===== src/shared/rf_stream_consts.svh =====
// Timing and field constants for the RF stream and transparent mode block.
`ifndef RF_STREAM_CONSTS_SVH
`define RF_STREAM_CONSTS_SVH
`define SC_DIV_BASE   10'h040
`define BPSK_DIV_BASE 10'h010
`define BPSK_DIV_MIN  10'h004
`define SC_PER_MIN    2'h1
`define QUIET_MAX     4'h8
`define TX_BIT_BASE   10'h080
`define BIT_IDX_LAST  3'h7
`define OP_ALL_OFF    4'h0
`endif


===== src/shared/rf_stream_pkg.sv =====
// Types shared by the RF stream and transparent mode block.
package rf_stream_pkg;
    typedef struct packed {
        logic       bpsk;   // 1 selects BPSK stream reception.
        logic [1:0] scf;    // Sub-carrier frequency select.
        logic [1:0] scp;    // Sub-carrier periods per reporting period.
        logic [2:0] stx;    // Transmit bit period select.
    } stream_cfg_t;
    typedef struct packed {
        logic am_en;        // AM demodulation channel selected.
        logic pm_en;        // PM demodulation channel selected.
    } rx_chan_t;
    typedef enum logic [1:0] {
        RX_IDLE   = 2'b01,
        RX_ACTIVE = 2'b10
    } rx_state_t;
    typedef enum logic [2:0] {
        TX_IDLE = 3'b001,
        TX_LOAD = 3'b010,
        TX_BIT  = 3'b100
    } tx_state_t;
endpackage : rf_stream_pkg


===== src/design/rf_stream_modes.sv =====
// Transparent mode pin control, stream receive and stream transmit logic.
//
// Operation
// - Manual trim select drives tuning switches directly
// - Slave select rising edge after command enters transparent
// - MOSI level drives transmit modulator
// - SCLK level drives receiver active signal
// - AM chain to MISO, PM chain to IRQ
// - Single channel goes to MISO, IRQ low
// - Transparent mode ignores stream and FIFO settings
// - Any serial command leaves transparent mode
// - Field detector drives IRQ in transparent mode
// - First bit goes to byte LSB
// - Sub-carrier mode: fc/64 to fc/8, 2-8 periods
// - Sub-carrier mode: start, then one bit per period
// - Sub-carrier end after over eight quiet periods
// - Sub-carrier selects: 01b is fc/32, 10b four
// - BPSK mode: fc/16 to fc/4, 1-8 periods
// - BPSK: start, 0 initial phase, 1 inverted
// - BPSK end at first quiet period
// - BPSK selects: 01b is fc/8, 01b two
// - Each transmit bit held, 1 modulates carrier
// - Transmit period select 000b is 128 carrier cycles
// - Stream transmission starts only on transmit command
`timescale 1ns/10ps
`include "rf_stream_consts.svh"

module rf_stream_modes
    import rf_stream_pkg::*;
#(
    parameter int CNT_W = 10
) (
    input  wire logic        clk,               // 250 MHz system clock.
    input  wire logic        sys_rst,           // Asynchronous reset, active high.
    input  wire logic        clk_en,            // Freezes all state while low.
    input  wire logic        fc_tick,           // One pulse per carrier cycle.
    input  wire logic        spi_ss_n,          // Serial slave select, active low.
    input  wire logic        mosi,              // Serial data in.
    input  wire logic        sclk,              // Serial clock pin level.
    input  wire logic        cmd_transparent,   // Transparent mode command pulse.
    input  wire logic        cmd_any,           // Pulse on any serial command.
    input  wire logic        cmd_transmit,      // Transmit command pulse.
    input  wire logic        spi_miso_data,     // Normal serial read data.
    input  wire logic        spi_miso_drive,    // Normal serial read drive request.
    input  wire logic        irq_normal,        // Normal interrupt request level.
    input  wire logic        am_sub,            // Digitized AM chain sub-carrier.
    input  wire logic        pm_sub,            // Digitized PM chain sub-carrier.
    input  wire rx_chan_t    rx_chan,           // Receive channel selection.
    input  wire logic        field_detect_enable, // External field detector enable.
    input  wire logic        ext_field,         // External field detector output.
    input  wire logic [3:0]  op_ctrl,           // Operation control bits.
    input  wire logic        trim_manual,       // Manual trim select.
    input  wire logic [3:0]  trim_value,        // Manual trim switch value.
    input  wire logic [3:0]  trim_auto,         // Calibration trim result.
    input  wire logic        stream_en,         // Stream protocol mode selected.
    input  wire stream_cfg_t cfg,               // Stream mode options.
    input  wire logic        rx_enable,         // Stream reception armed.
    input  wire logic        rx_on_normal,      // Receiver active outside transparent.
    input  wire logic        sc_detect,         // Sub-carrier present, carrier rate.
    input  wire logic        sc_phase,          // BPSK sub-carrier phase.
    input  wire logic        ook_sel,           // 1 selects OOK, 0 selects AM.
    input  wire logic [7:0]  tx_byte,           // Transmit FIFO byte.
    input  wire logic        tx_byte_valid,     // Transmit FIFO byte available.
    output logic             tx_byte_ready,     // Transmit FIFO byte taken.
    output logic             tx_done,           // Pulse when transmission ends.
    output logic             mod_on,            // Transmit modulator on.
    output logic             mod_ook,           // Modulation kind is OOK.
    output logic             rx_on,             // Receiver active, enables RSSI/AGC.
    output logic             miso_o,            // MISO pin output.
    output logic             miso_oe,           // MISO pin output enable.
    output logic             irq_o,             // IRQ pin output.
    output logic             transparent,       // Transparent mode active.
    output logic             low_power_target,  // Low-power target mode.
    output logic [3:0]       tuning_switch_pins, // Antenna trim switches.
    output logic             rx_start,          // Start of receive pulse.
    output logic             rx_end,            // End of receive pulse.
    output logic [7:0]       rx_byte,           // Received FIFO byte.
    output logic             rx_byte_valid      // Pulse with each received byte.
);

    // ----------------------------------------------------------------
    // Elaboration check
    // ----------------------------------------------------------------
    if (CNT_W < 10) begin : g_chk
        $error("CNT_W must hold a 512 cycle reporting period");
    end

    // ----------------------------------------------------------------
    // Transparent mode control
    // ----------------------------------------------------------------
    logic ss_n_ff;
    logic armed_ff;
    logic trans_ff;
    wire  ss_rise = spi_ss_n && !ss_n_ff;

    always_ff @(posedge clk or posedge sys_rst) begin
        if (sys_rst) begin
            ss_n_ff  <= 1'b1;
            armed_ff <= 1'b0;
            trans_ff <= 1'b0;
        end else if (clk_en) begin
            ss_n_ff <= spi_ss_n;
            // The arming command is itself a command, so arming wins.
            if (cmd_transparent) begin
                armed_ff <= 1'b1;
            end else if (cmd_any || ss_rise) begin
                armed_ff <= 1'b0;
            end
            if (ss_rise && armed_ff && !cmd_any) begin
                trans_ff <= 1'b1;
            end else if (cmd_any || !spi_ss_n) begin
                trans_ff <= 1'b0;
            end
        end
    end
    assign transparent = trans_ff;

    // ----------------------------------------------------------------
    // Pin outputs
    // ----------------------------------------------------------------
    logic mod_on_ff, mod_ook_ff, rx_on_ff, miso_ff, miso_oe_ff, irq_ff, lpt_ff;
    logic [3:0] trim_ff;
    logic       tx_mod;
    logic       nxt_miso, nxt_irq;

    always_comb begin
        nxt_miso = spi_miso_data;
        nxt_irq  = irq_normal;
        if (trans_ff) begin
            if (rx_chan.am_en && rx_chan.pm_en) begin
                nxt_miso = am_sub;
                nxt_irq  = pm_sub;
            end else begin
                nxt_miso = rx_chan.pm_en ? pm_sub : am_sub;
                nxt_irq  = 1'b0;
            end
            if (field_detect_enable) begin
                nxt_irq = ext_field;
            end
        end
    end

    always_ff @(posedge clk or posedge sys_rst) begin
        if (sys_rst) begin
            mod_on_ff  <= 1'b0;
            mod_ook_ff <= 1'b0;
            rx_on_ff   <= 1'b0;
            miso_ff    <= 1'b0;
            miso_oe_ff <= 1'b0;
            irq_ff     <= 1'b0;
            lpt_ff     <= 1'b0;
            trim_ff    <= 4'h0;
        end else if (clk_en) begin
            mod_on_ff  <= trans_ff ? mosi : tx_mod;
            mod_ook_ff <= ook_sel;
            rx_on_ff   <= trans_ff ? sclk : rx_on_normal;
            miso_ff    <= nxt_miso;
            miso_oe_ff <= trans_ff || spi_miso_drive;
            irq_ff     <= nxt_irq;
            lpt_ff     <= field_detect_enable && (op_ctrl == `OP_ALL_OFF);
            trim_ff    <= trim_manual ? trim_value : trim_auto;
        end
    end
    assign mod_on             = mod_on_ff;
    assign mod_ook            = mod_ook_ff;
    assign rx_on              = rx_on_ff;
    assign miso_o             = miso_ff;
    assign miso_oe            = miso_oe_ff;
    assign irq_o              = irq_ff;
    assign low_power_target   = lpt_ff;
    assign tuning_switch_pins = trim_ff;

    // ----------------------------------------------------------------
    // Reporting period
    // ----------------------------------------------------------------
    logic [CNT_W-1:0] div, rpt_len;
    logic [1:0]       per_sel;

    always_comb begin
        if (cfg.bpsk) begin
            div     = CNT_W'(`BPSK_DIV_BASE >> cfg.scf);
            per_sel = cfg.scp;
            if (div < CNT_W'(`BPSK_DIV_MIN)) begin
                div = CNT_W'(`BPSK_DIV_MIN);
            end
        end else begin
            div     = CNT_W'(`SC_DIV_BASE >> cfg.scf);
            per_sel = (cfg.scp < `SC_PER_MIN) ? `SC_PER_MIN : cfg.scp;
        end
        rpt_len = div << per_sel;
    end

    // ----------------------------------------------------------------
    // Stream reception
    // ----------------------------------------------------------------
    // Stream logic is held idle in transparent mode; the pins own the AFE then.
    wire rx_run = stream_en && rx_enable && !trans_ff;

    rx_state_t        rx_st_ff;
    logic [CNT_W-1:0] rcnt_ff;
    logic             seen_ff, phase_ff, ref_ff;
    logic [3:0]       quiet_ff;
    logic [7:0]       sh_ff;
    logic [2:0]       bcnt_ff;
    logic             start_ff, end_ff, bval_ff;
    logic [7:0]       byte_ff;

    wire rpt_end  = rx_run && fc_tick && (rcnt_ff == rpt_len - CNT_W'(1));
    wire seen_now = seen_ff || sc_detect;
    wire ph_now   = sc_detect ? sc_phase : phase_ff;

    logic put_bit, bit_val, finish;
    always_comb begin
        put_bit = 1'b0;
        bit_val = 1'b0;
        finish  = 1'b0;
        if (rpt_end) begin
            if (rx_st_ff == RX_IDLE) begin
                put_bit = seen_now;
                bit_val = !cfg.bpsk;
            end else if (cfg.bpsk) begin
                put_bit = seen_now;
                bit_val = ph_now ^ ref_ff;
                finish  = !seen_now;
            end else begin
                put_bit = 1'b1;
                bit_val = seen_now;
                finish  = !seen_now && (quiet_ff == `QUIET_MAX);
            end
        end
    end

    always_ff @(posedge clk or posedge sys_rst) begin
        if (sys_rst) begin
            rcnt_ff  <= '0;
            seen_ff  <= 1'b0;
            phase_ff <= 1'b0;
        end else if (clk_en) begin
            if (!rx_run || rpt_end) begin
                rcnt_ff  <= '0;
                seen_ff  <= 1'b0;
            end else if (fc_tick) begin
                rcnt_ff  <= rcnt_ff + CNT_W'(1);
                seen_ff  <= seen_now;
                phase_ff <= ph_now;
            end
        end
    end

    always_ff @(posedge clk or posedge sys_rst) begin
        if (sys_rst) begin
            rx_st_ff <= RX_IDLE;
            ref_ff   <= 1'b0;
            quiet_ff <= 4'h0;
            start_ff <= 1'b0;
            end_ff   <= 1'b0;
        end else if (clk_en) begin
            start_ff <= 1'b0;
            end_ff   <= 1'b0;
            if (!rx_run) begin
                rx_st_ff <= RX_IDLE;
            end else if (rpt_end) begin
                case (rx_st_ff)
                    RX_IDLE: begin
                        if (seen_now) begin
                            rx_st_ff <= RX_ACTIVE;
                            start_ff <= 1'b1;
                            ref_ff   <= ph_now;
                            quiet_ff <= 4'h0;
                        end
                    end
                    RX_ACTIVE: begin
                        quiet_ff <= seen_now ? 4'h0 : quiet_ff + 4'h1;
                        if (finish) begin
                            rx_st_ff <= RX_IDLE;
                            end_ff   <= 1'b1;
                        end
                    end
                    default: rx_st_ff <= RX_IDLE;
                endcase
            end
        end
    end

    // Bits shift in from the top so the first one ends at bit 0.
    always_ff @(posedge clk or posedge sys_rst) begin
        if (sys_rst) begin
            sh_ff   <= 8'h00;
            bcnt_ff <= 3'h0;
            byte_ff <= 8'h00;
            bval_ff <= 1'b0;
        end else if (clk_en) begin
            bval_ff <= 1'b0;
            if (put_bit) begin
                sh_ff   <= {bit_val, sh_ff[7:1]};
                bcnt_ff <= finish ? 3'h0 : bcnt_ff + 3'h1;
                if (bcnt_ff == `BIT_IDX_LAST) begin
                    byte_ff <= {bit_val, sh_ff[7:1]};
                    bval_ff <= 1'b1;
                end
            end else if (finish || !rx_run) begin
                // A partial last byte is dropped; only whole bytes reach the FIFO.
                bcnt_ff <= 3'h0;
            end
        end
    end
    assign rx_start      = start_ff;
    assign rx_end        = end_ff;
    assign rx_byte       = byte_ff;
    assign rx_byte_valid = bval_ff;

    // ----------------------------------------------------------------
    // Stream transmission
    // ----------------------------------------------------------------
    tx_state_t        tx_st_ff;
    logic [7:0]       tsh_ff;
    logic [2:0]       tbit_ff;
    logic [CNT_W-1:0] tcnt_ff;
    logic             done_ff;
    wire [CNT_W-1:0]  tx_len  = CNT_W'(`TX_BIT_BASE >> cfg.stx);
    wire              tx_tend = fc_tick && (tcnt_ff == tx_len - CNT_W'(1));

    assign tx_byte_ready = (tx_st_ff == TX_LOAD);
    assign tx_mod        = (tx_st_ff == TX_BIT) && tsh_ff[0];
    assign tx_done       = done_ff;

    always_ff @(posedge clk or posedge sys_rst) begin
        if (sys_rst) begin
            tx_st_ff <= TX_IDLE;
            tsh_ff   <= 8'h00;
            tbit_ff  <= 3'h0;
            tcnt_ff  <= '0;
            done_ff  <= 1'b0;
        end else if (clk_en) begin
            done_ff <= 1'b0;
            case (tx_st_ff)
                TX_IDLE: begin
                    if (cmd_transmit && stream_en && !trans_ff) begin
                        tx_st_ff <= TX_LOAD;
                    end
                end
                TX_LOAD: begin
                    tcnt_ff <= '0;
                    tbit_ff <= 3'h0;
                    if (tx_byte_valid) begin
                        tsh_ff   <= tx_byte;
                        tx_st_ff <= TX_BIT;
                    end else begin
                        tx_st_ff <= TX_IDLE;
                        done_ff  <= 1'b1;
                    end
                end
                TX_BIT: begin
                    if (trans_ff) begin
                        tx_st_ff <= TX_IDLE;
                    end else if (tx_tend) begin
                        tcnt_ff <= '0;
                        tsh_ff  <= {1'b0, tsh_ff[7:1]};
                        tbit_ff <= tbit_ff + 3'h1;
                        if (tbit_ff == `BIT_IDX_LAST) begin
                            tx_st_ff <= TX_LOAD;
                        end
                    end else if (fc_tick) begin
                        tcnt_ff <= tcnt_ff + CNT_W'(1);
                    end
                end
                default: tx_st_ff <= TX_IDLE;
            endcase
        end
    end
endmodule : rf_stream_modes


===== config.mk =====
export PLATFORM = sky130hd
export DESIGN_NAME = rf_stream_modes
export DESIGN_NICKNAME = d
export VERILOG_FILES = /design/src/shared/rf_stream_pkg.sv /design/src/design/rf_stream_modes.sv
export VERILOG_INCLUDE_DIRS = /design/src /design/src/shared
export SDC_FILE = /design/constraint.sdc
export NUM_CORES = 1
export LEC_CHECK = 0
export ABC_AREA = 1
export BUFFER_PORTS_ARGS = -buffer_cell sky130_fd_sc_hd__buf_2
export CORE_AREA = 3 3 131 133
export DETAILED_ROUTE_END_ITERATION = 6
export DIE_AREA = 0 0 134 136
export GPL_TIMING_DRIVEN = 0
export HOLD_SLACK_MARGIN = 0.15
export PLACE_DENSITY = 0.44
export SYNTH_ARGS = -nofsm -noshare
export SYNTH_HDL_FRONTEND = slang
export SYNTH_SLANG_ARGS = --single-unit

===== constraint.sdc =====
create_clock -name clk -period 6.3 [get_ports clk]
set_clock_uncertainty 0.15 [all_clocks]
set_input_delay 0 -clock clk [delete_from_list [all_inputs] [get_ports clk]]
set_output_delay 0 -clock clk [all_outputs]
set_load 0.02 [all_outputs]

Yosys cells after proc, flatten, opt, wreduce, memory -nomap -nowiden
Cells that the tools add are included.
{"block": "word_totals", "register_bits": 80, "inputBits": 55, "output_inout_bits": 25, "elab_cells": 183}
{"block": "op_classes", "addsub": 7, "magnitude_cmp": 2, "n_eq_ne": 21, "shift": 4, "muxes": 71, "bitwise_logic": 2, "reduce_logical": 48}
{"cell": "10-bit 2-to-1 mux", "n": 7}
{"cell": "1-bit 2-to-1 mux", "n": 36}
{"cell": "3-bit 2-to-1 mux", "n": 10}
{"cell": "8-bit 2-to-1 mux", "n": 3}
{"cell": "10-bit by 1-bit adder with 10-bit output (second input constant)", "n": 2}
{"cell": "10-bit equality test", "n": 2}
{"cell": "10-bit case mux with 2 select lines", "n": 1}
{"cell": "10-bit by 1-bit subtractor with 10-bit output (second input constant)", "n": 2}
{"cell": "8-bit case mux with 2 select lines", "n": 1}
{"cell": "4-bit AND reduction", "n": 4}
{"cell": "5-bit AND reduction", "n": 3}
{"cell": "1-bit logical AND", "n": 14}
{"cell": "2-bit 2-to-1 mux", "n": 6}
{"cell": "4-bit 2-to-1 mux", "n": 3}
{"cell": "3-bit != test (second input constant)", "n": 4}
{"cell": "2-bit nonzero test", "n": 6}
{"cell": "10-bit by 3-bit < comparator with 1-bit output (second input constant)", "n": 1}
{"cell": "2-bit != test (second input constant)", "n": 5}
{"cell": "2-bit AND reduction", "n": 5}
{"cell": "10-bit by 2-bit left shift with 10-bit output", "n": 1}
{"cell": "5-bit by 2-bit >> shifter with 10-bit output (first input constant)", "n": 1}
{"cell": "7-bit by 2-bit >> shifter with 10-bit output (first input constant)", "n": 1}
{"cell": "8-bit by 3-bit >> shifter with 10-bit output (first input constant)", "n": 1}
{"cell": "3-bit equality test (second input constant)", "n": 3}
{"cell": "other kinds (20)", "n": 33}

Depth between registers and ports, before layout
{"block": "logic_depth", "depth_word": 13, "ltp_mapped": 20, "ltp_nobuf": 19}

Worst setup path after synthesis
Ideal clock, no wire load.
{"block": "synth_path", "kind": "reg-to-reg", "start": "register tx_st_ff[2]", "end": "register tcnt_ff[9]", "setup_time_ns": 0.122, "t_arrival_ns": 2.205, "required_time_ns": 6.028, "setup_slack_ns": 3.823, "stages_incl_launch_ff": 9, "n_path_buf": 0, "period_less_slack_ns": 2.477, "cell_sequence": "dfrtp_1 > nor3_1 > nor2_1 > o21bai_1 > nor2_2 > nand4_1 > nor3_1 > and3_1 > nor3_1"}
{"block": "synth_via", "elab_chain_len": 3, "word_cells_on_any_way": 7, "classes_between": "eq/ne (4); mux (1); reduce/logical (2)"}
{"element": "start: declaration", "line_no": "rf_stream_modes.sv:315", "source": "tx_state_t tx_st_ff;"}
{"element": "start signal: assignment", "line_no": "rf_stream_modes.sv:329", "source": "tx_st_ff <= TX_IDLE;"}
{"element": "start signal: assignment", "line_no": "rf_stream_modes.sv:339", "source": "tx_st_ff <= TX_LOAD;"}
{"element": "start signal: assignment", "line_no": "rf_stream_modes.sv:347", "source": "tx_st_ff <= TX_BIT;"}
{"element": "3-bit by 2-bit equality test with 1-bit output *"}
{"element": "net tx_byte_ready", "line_no": "rf_stream_modes.sv:64", "source": "output logic tx_byte_ready,"}
{"element": "2-bit nonzero test (no source line)"}
{"element": "4-bit AND reduction (no source line)"}
{"element": "end signal: assignment", "line_no": "rf_stream_modes.sv:364", "source": "tcnt_ff <= tcnt_ff + CNT_W'(1);"}
{"element": "end: declaration", "line_no": "rf_stream_modes.sv:318", "source": "logic [CNT_W-1:0] tcnt_ff;"}
Mark *: on every way through the listed nets, which the timed path passes. The rest lies on a longest branch.
A chain may end at the register's enable or synchronous reset.

Final worst setup path
{"block": "layout_path", "start": "register tx_st_ff[2]", "end": "register tx_st_ff[2]"}
{"block": "layout_via", "elab_chain_len": 3, "word_cells_on_any_way": 8, "classes_between": "eq/ne (6); mux (1); reduce/logical (1)"}
{"element": "3-bit equality test or 3-bit by 1-bit equality test with 1-bit output (tied branches)", "line_no": "rf_stream_modes.sv:336", "source": "case (tx_st_ff)"}
{"element": "3-bit by 2-bit != test with 1-bit output (no source line), or another cell as far along"}
{"element": "4-bit AND reduction (no source line)"}
Several ways; a longest one is shown, not always the timed one.

==> run summary <==
R2R setup slack: 3.27 ns
drt drc: 0
crit path DAT: 3.11 ns
antenna-violating nets left: 0
DR pass1 iterations: 5
Detailed Route WL: 12270 um
Resized Gates After CTS: 0
crit path from: tx_st_ff[2]
H-Tree Depth: 3
status: complete, no violations
GRT overflow: 0
gp weighted congestion: 0.8195
Yosys reg bits: 79
Slew @ Worst Pin: 0.6348 ns
P&R area growth vs syn: 31.95%
final worst-path cycle share: 48.13%
layout cells sized above 1: 17.74%
crit path launch type: flip-flop
WL/cell: 12.21 um
worst r2r src: tx_st_ff[2]
Die Span X: 134 um
top cells by area, synth: dfrtp_1 40%, nand2_1 13%, nand3_1 6.7%, inv_1 6.6%, o21ai_0 4.7%
Vias: 4575
Initial DRC Count: 181
Yosys warning count: 0
Clock Latency Late Sink: 0.34 ns
Root Driver: clkbuf_16
RSZ-0062 raised after global routing: no
syn nets: 707
CTS sink cnt: 79
TNS Setup: 0 ns
kind of critical path: flip-flop to flip-flop
Peak VDD IR: 185.1 uV
initial antenna violation count: 0
CTS tree: built
Post-Synthesis Cells: 642
Final Hold Vio Count: 0
Placement Rows: 46
largest area contributor in the netlist: dfrtp_1
Async SR Flop Fraction: 100.0%
r2r endpoint: tx_st_ff[2]
DIE AREA: 18220 sq um
via count of the first global-routing pass: 4472
final net count: 849
f_max: 329.8 MHz
Design Power: 1522 uW
cell area after synthesis: 4790 sq um
register area share after synthesis: 41.35%
largest net degree at the start of global routing: 43
Global Route Usage Sum: 13.93%
synthesized area per cell: 7.460 sq um
# diodes: 0
Post-Layout Inst Area: 6320 sq um
share of the synthesized area in the top cell type: 39.71%
io pins: 80
number of enable flip-flop cells after synthesis: 0
post-DP HPWL: 9100 um
Relative slew margins: 57.68%
final core occ: 39.64%
Num CTS Buffers: 9
Distinct cells, synth: 46
vias per inst: 4.552
Core ar.: 15940 sq um
crit path to: tx_st_ff[2]
Main synth FF type: dfrtp_1
Die Ht: 136 um
worst-path maximum fanout: 6
required time worst endpoint: 6.38 ns
min Tclk post-route: 3.032 ns
placed cell area: 5485 sq um
starting density of the core: 30.04%
final setup violation count: 0
Hold WC Path Type: primary input to flip-flop
# fillers: 1711
Worst Setup End Kind: flip-flop
leak pwr: 0.003198 uW
R2R depth: 9
pwr dens: 240.8 nW/um^2
Clock Pin Slew Worst Setup and Hold Paths: 0.06 ns
first-pass GRT wire length: 20800 um
clk buf depth: 2
Max Cap Viol: 0
Final Slew Violations: 0
IO buf count: 79
kinds of logic after synthesis:
| logic type | count (synthesis) | synth area share [%] |
|---|---|---|
| compound gates | 86 | 10.29 |
| xor+xnor | 21 | 3.840 |
| simple gates | 338 | 32.03 |
| flops | 79 | 41.35 |
| buf+inv | 100 | 8.333 |
| other cells | 1 | 0.07829 |
| fa+ha+maj | 10 | 2.612 |
| mux | 7 | 1.463 |
how the worst min path moves through the flow:
stage,from,to,slack [ns],cells after the start
floorplan,ook_sel,mod_ook,-0.03,2
global placement,ook_sel,mod_ook,0.07,3
detailed placement,sys_rst,tcnt_ff[6],-0.06,2
CTS,ook_sel,mod_ook,0.24,4
global route,ook_sel,mod_ook,0.25,4
finish,ook_sel,mod_ook,0.26,4
cells in the final DEF (no fill, tap or decap), types with 3 or more instances in the layout:
cell type      Yosys  final
nand3_1           64     64
clkbuf_16          0      9
a21oi_1           12     12
inv_1             84     83
o21ai_1            8      8
o21bai_1           3      3
inv_2              4      4
nor2_4             4      4
nor2_2             4      4
nor4_1             3      3
nand2_1          166    166
nor3_1             9      9
clkbuf_1           5      6
ha_1              10     10
o21ai_0           45     45
xnor2_1            3      3
o22ai_1            7      7
nand4_1            7      7
nand2_2           12     12
nor2_1            58     58
dlygate4sd3_1      0     51
xor2_1            18     18
dfstp_2            3      3
dfrtp_1           76     76
mux2i_1            7      7
buf_2              2     81
registers in the layout (all words and copies together), names as in the netlist, 2 cells and up:
signal and count:
quiet_ff 4, bcnt_ff 3, tx_st_ff 3, rcnt_ff 10, rx_byte 8, tcnt_ff 10
tsh_ff 8, sh_ff 7, tbit_ff 3, rx_st_ff 2, tuning_switch_pins 4
where the power goes:
group | total, uW | internal [uW] | switching, uW
clock network | 574 | 358 | 216
logic | 346 | 139 | 207
registers | 602 | 565 | 36.1
total | 1520 | 1060 | 459
repair_timing:
item,4_1_cts,5_1_grt
hold buffers,51,0
hold endpoints to repair,137,0
endpoints found under the setup margin,0,0
buffers inserted,0,0
cell usage after synthesis, types with 2 or more instances:
cell type	count
nand3_1	64
dfrtp_1	76
nor4_1	3
mux2i_1	7
o21ai_1	8
nand2_2	12
nand2_4	2
o21ai_0	45
o21ai_2	2
nor2_2	4
clkbuf_1	5
nand3b_1	2
nor2_1	58
nand3_2	2
nand4_1	7
buf_2	2
nand2_1	166
inv_2	4
a32o_1	2
o21bai_1	3
ha_1	10
buf_6	2
nor3_1	9
inv_1	84
xor2_1	18
nor2_4	4
o22ai_1	7
xnor2_1	3
a21oi_1	12
dfstp_2	3
layer usage:
layer / vias to the layer above / part of all wire, % / track usage, %
li1: 2352 / - / -
met2: 76 / 48 / 23.78
met4: 0 / 1.2 / 3.314
met5: - / 0 / 0
met3: 17 / 4.3 / 3.923
met1: 2130 / 47 / 17.53
worst max-delay path, stage by stage, from the launching register on:
cell and delay [ns]:
dfrtp_1 0.39, inv_1 0.07, nor3_1 0.41, inv_1 0.22
nor2_1 0.40, inv_2 0.07, nand4_1 0.08, dlygate4sd3_1 0.54
nand2_1 0.04, dlygate4sd3_1 0.54
final cells by class:
cell class                      count  area [sq um]  share of cell area (%)
Multi-Input combinational cell    463          2410                   38.13
Sequential cell                    79          1981                   31.34
Timing Repair Buffer              131         933.4                   14.77
Inverter                           89         339.1                   5.365
Tap cell                          216         270.3                   4.276
Clock buffer                       11         242.7                   3.841
Clock inverter                      5         81.33                   1.287
Buffer                             11         62.56                  0.9899
through the flow:
step	worst slack [ns]	hold WS [ns]	instances
after floorplan	3.823	-0.03315	642
after global placement	2.941	0.06986	937
after detailed placement	3.494	-0.06495	938
after CTS	3.280	0.2402	1005
after global routing	3.053	0.2479	1005
final	3.268	0.2555	1005
Power figures use the tool's default switching activity.
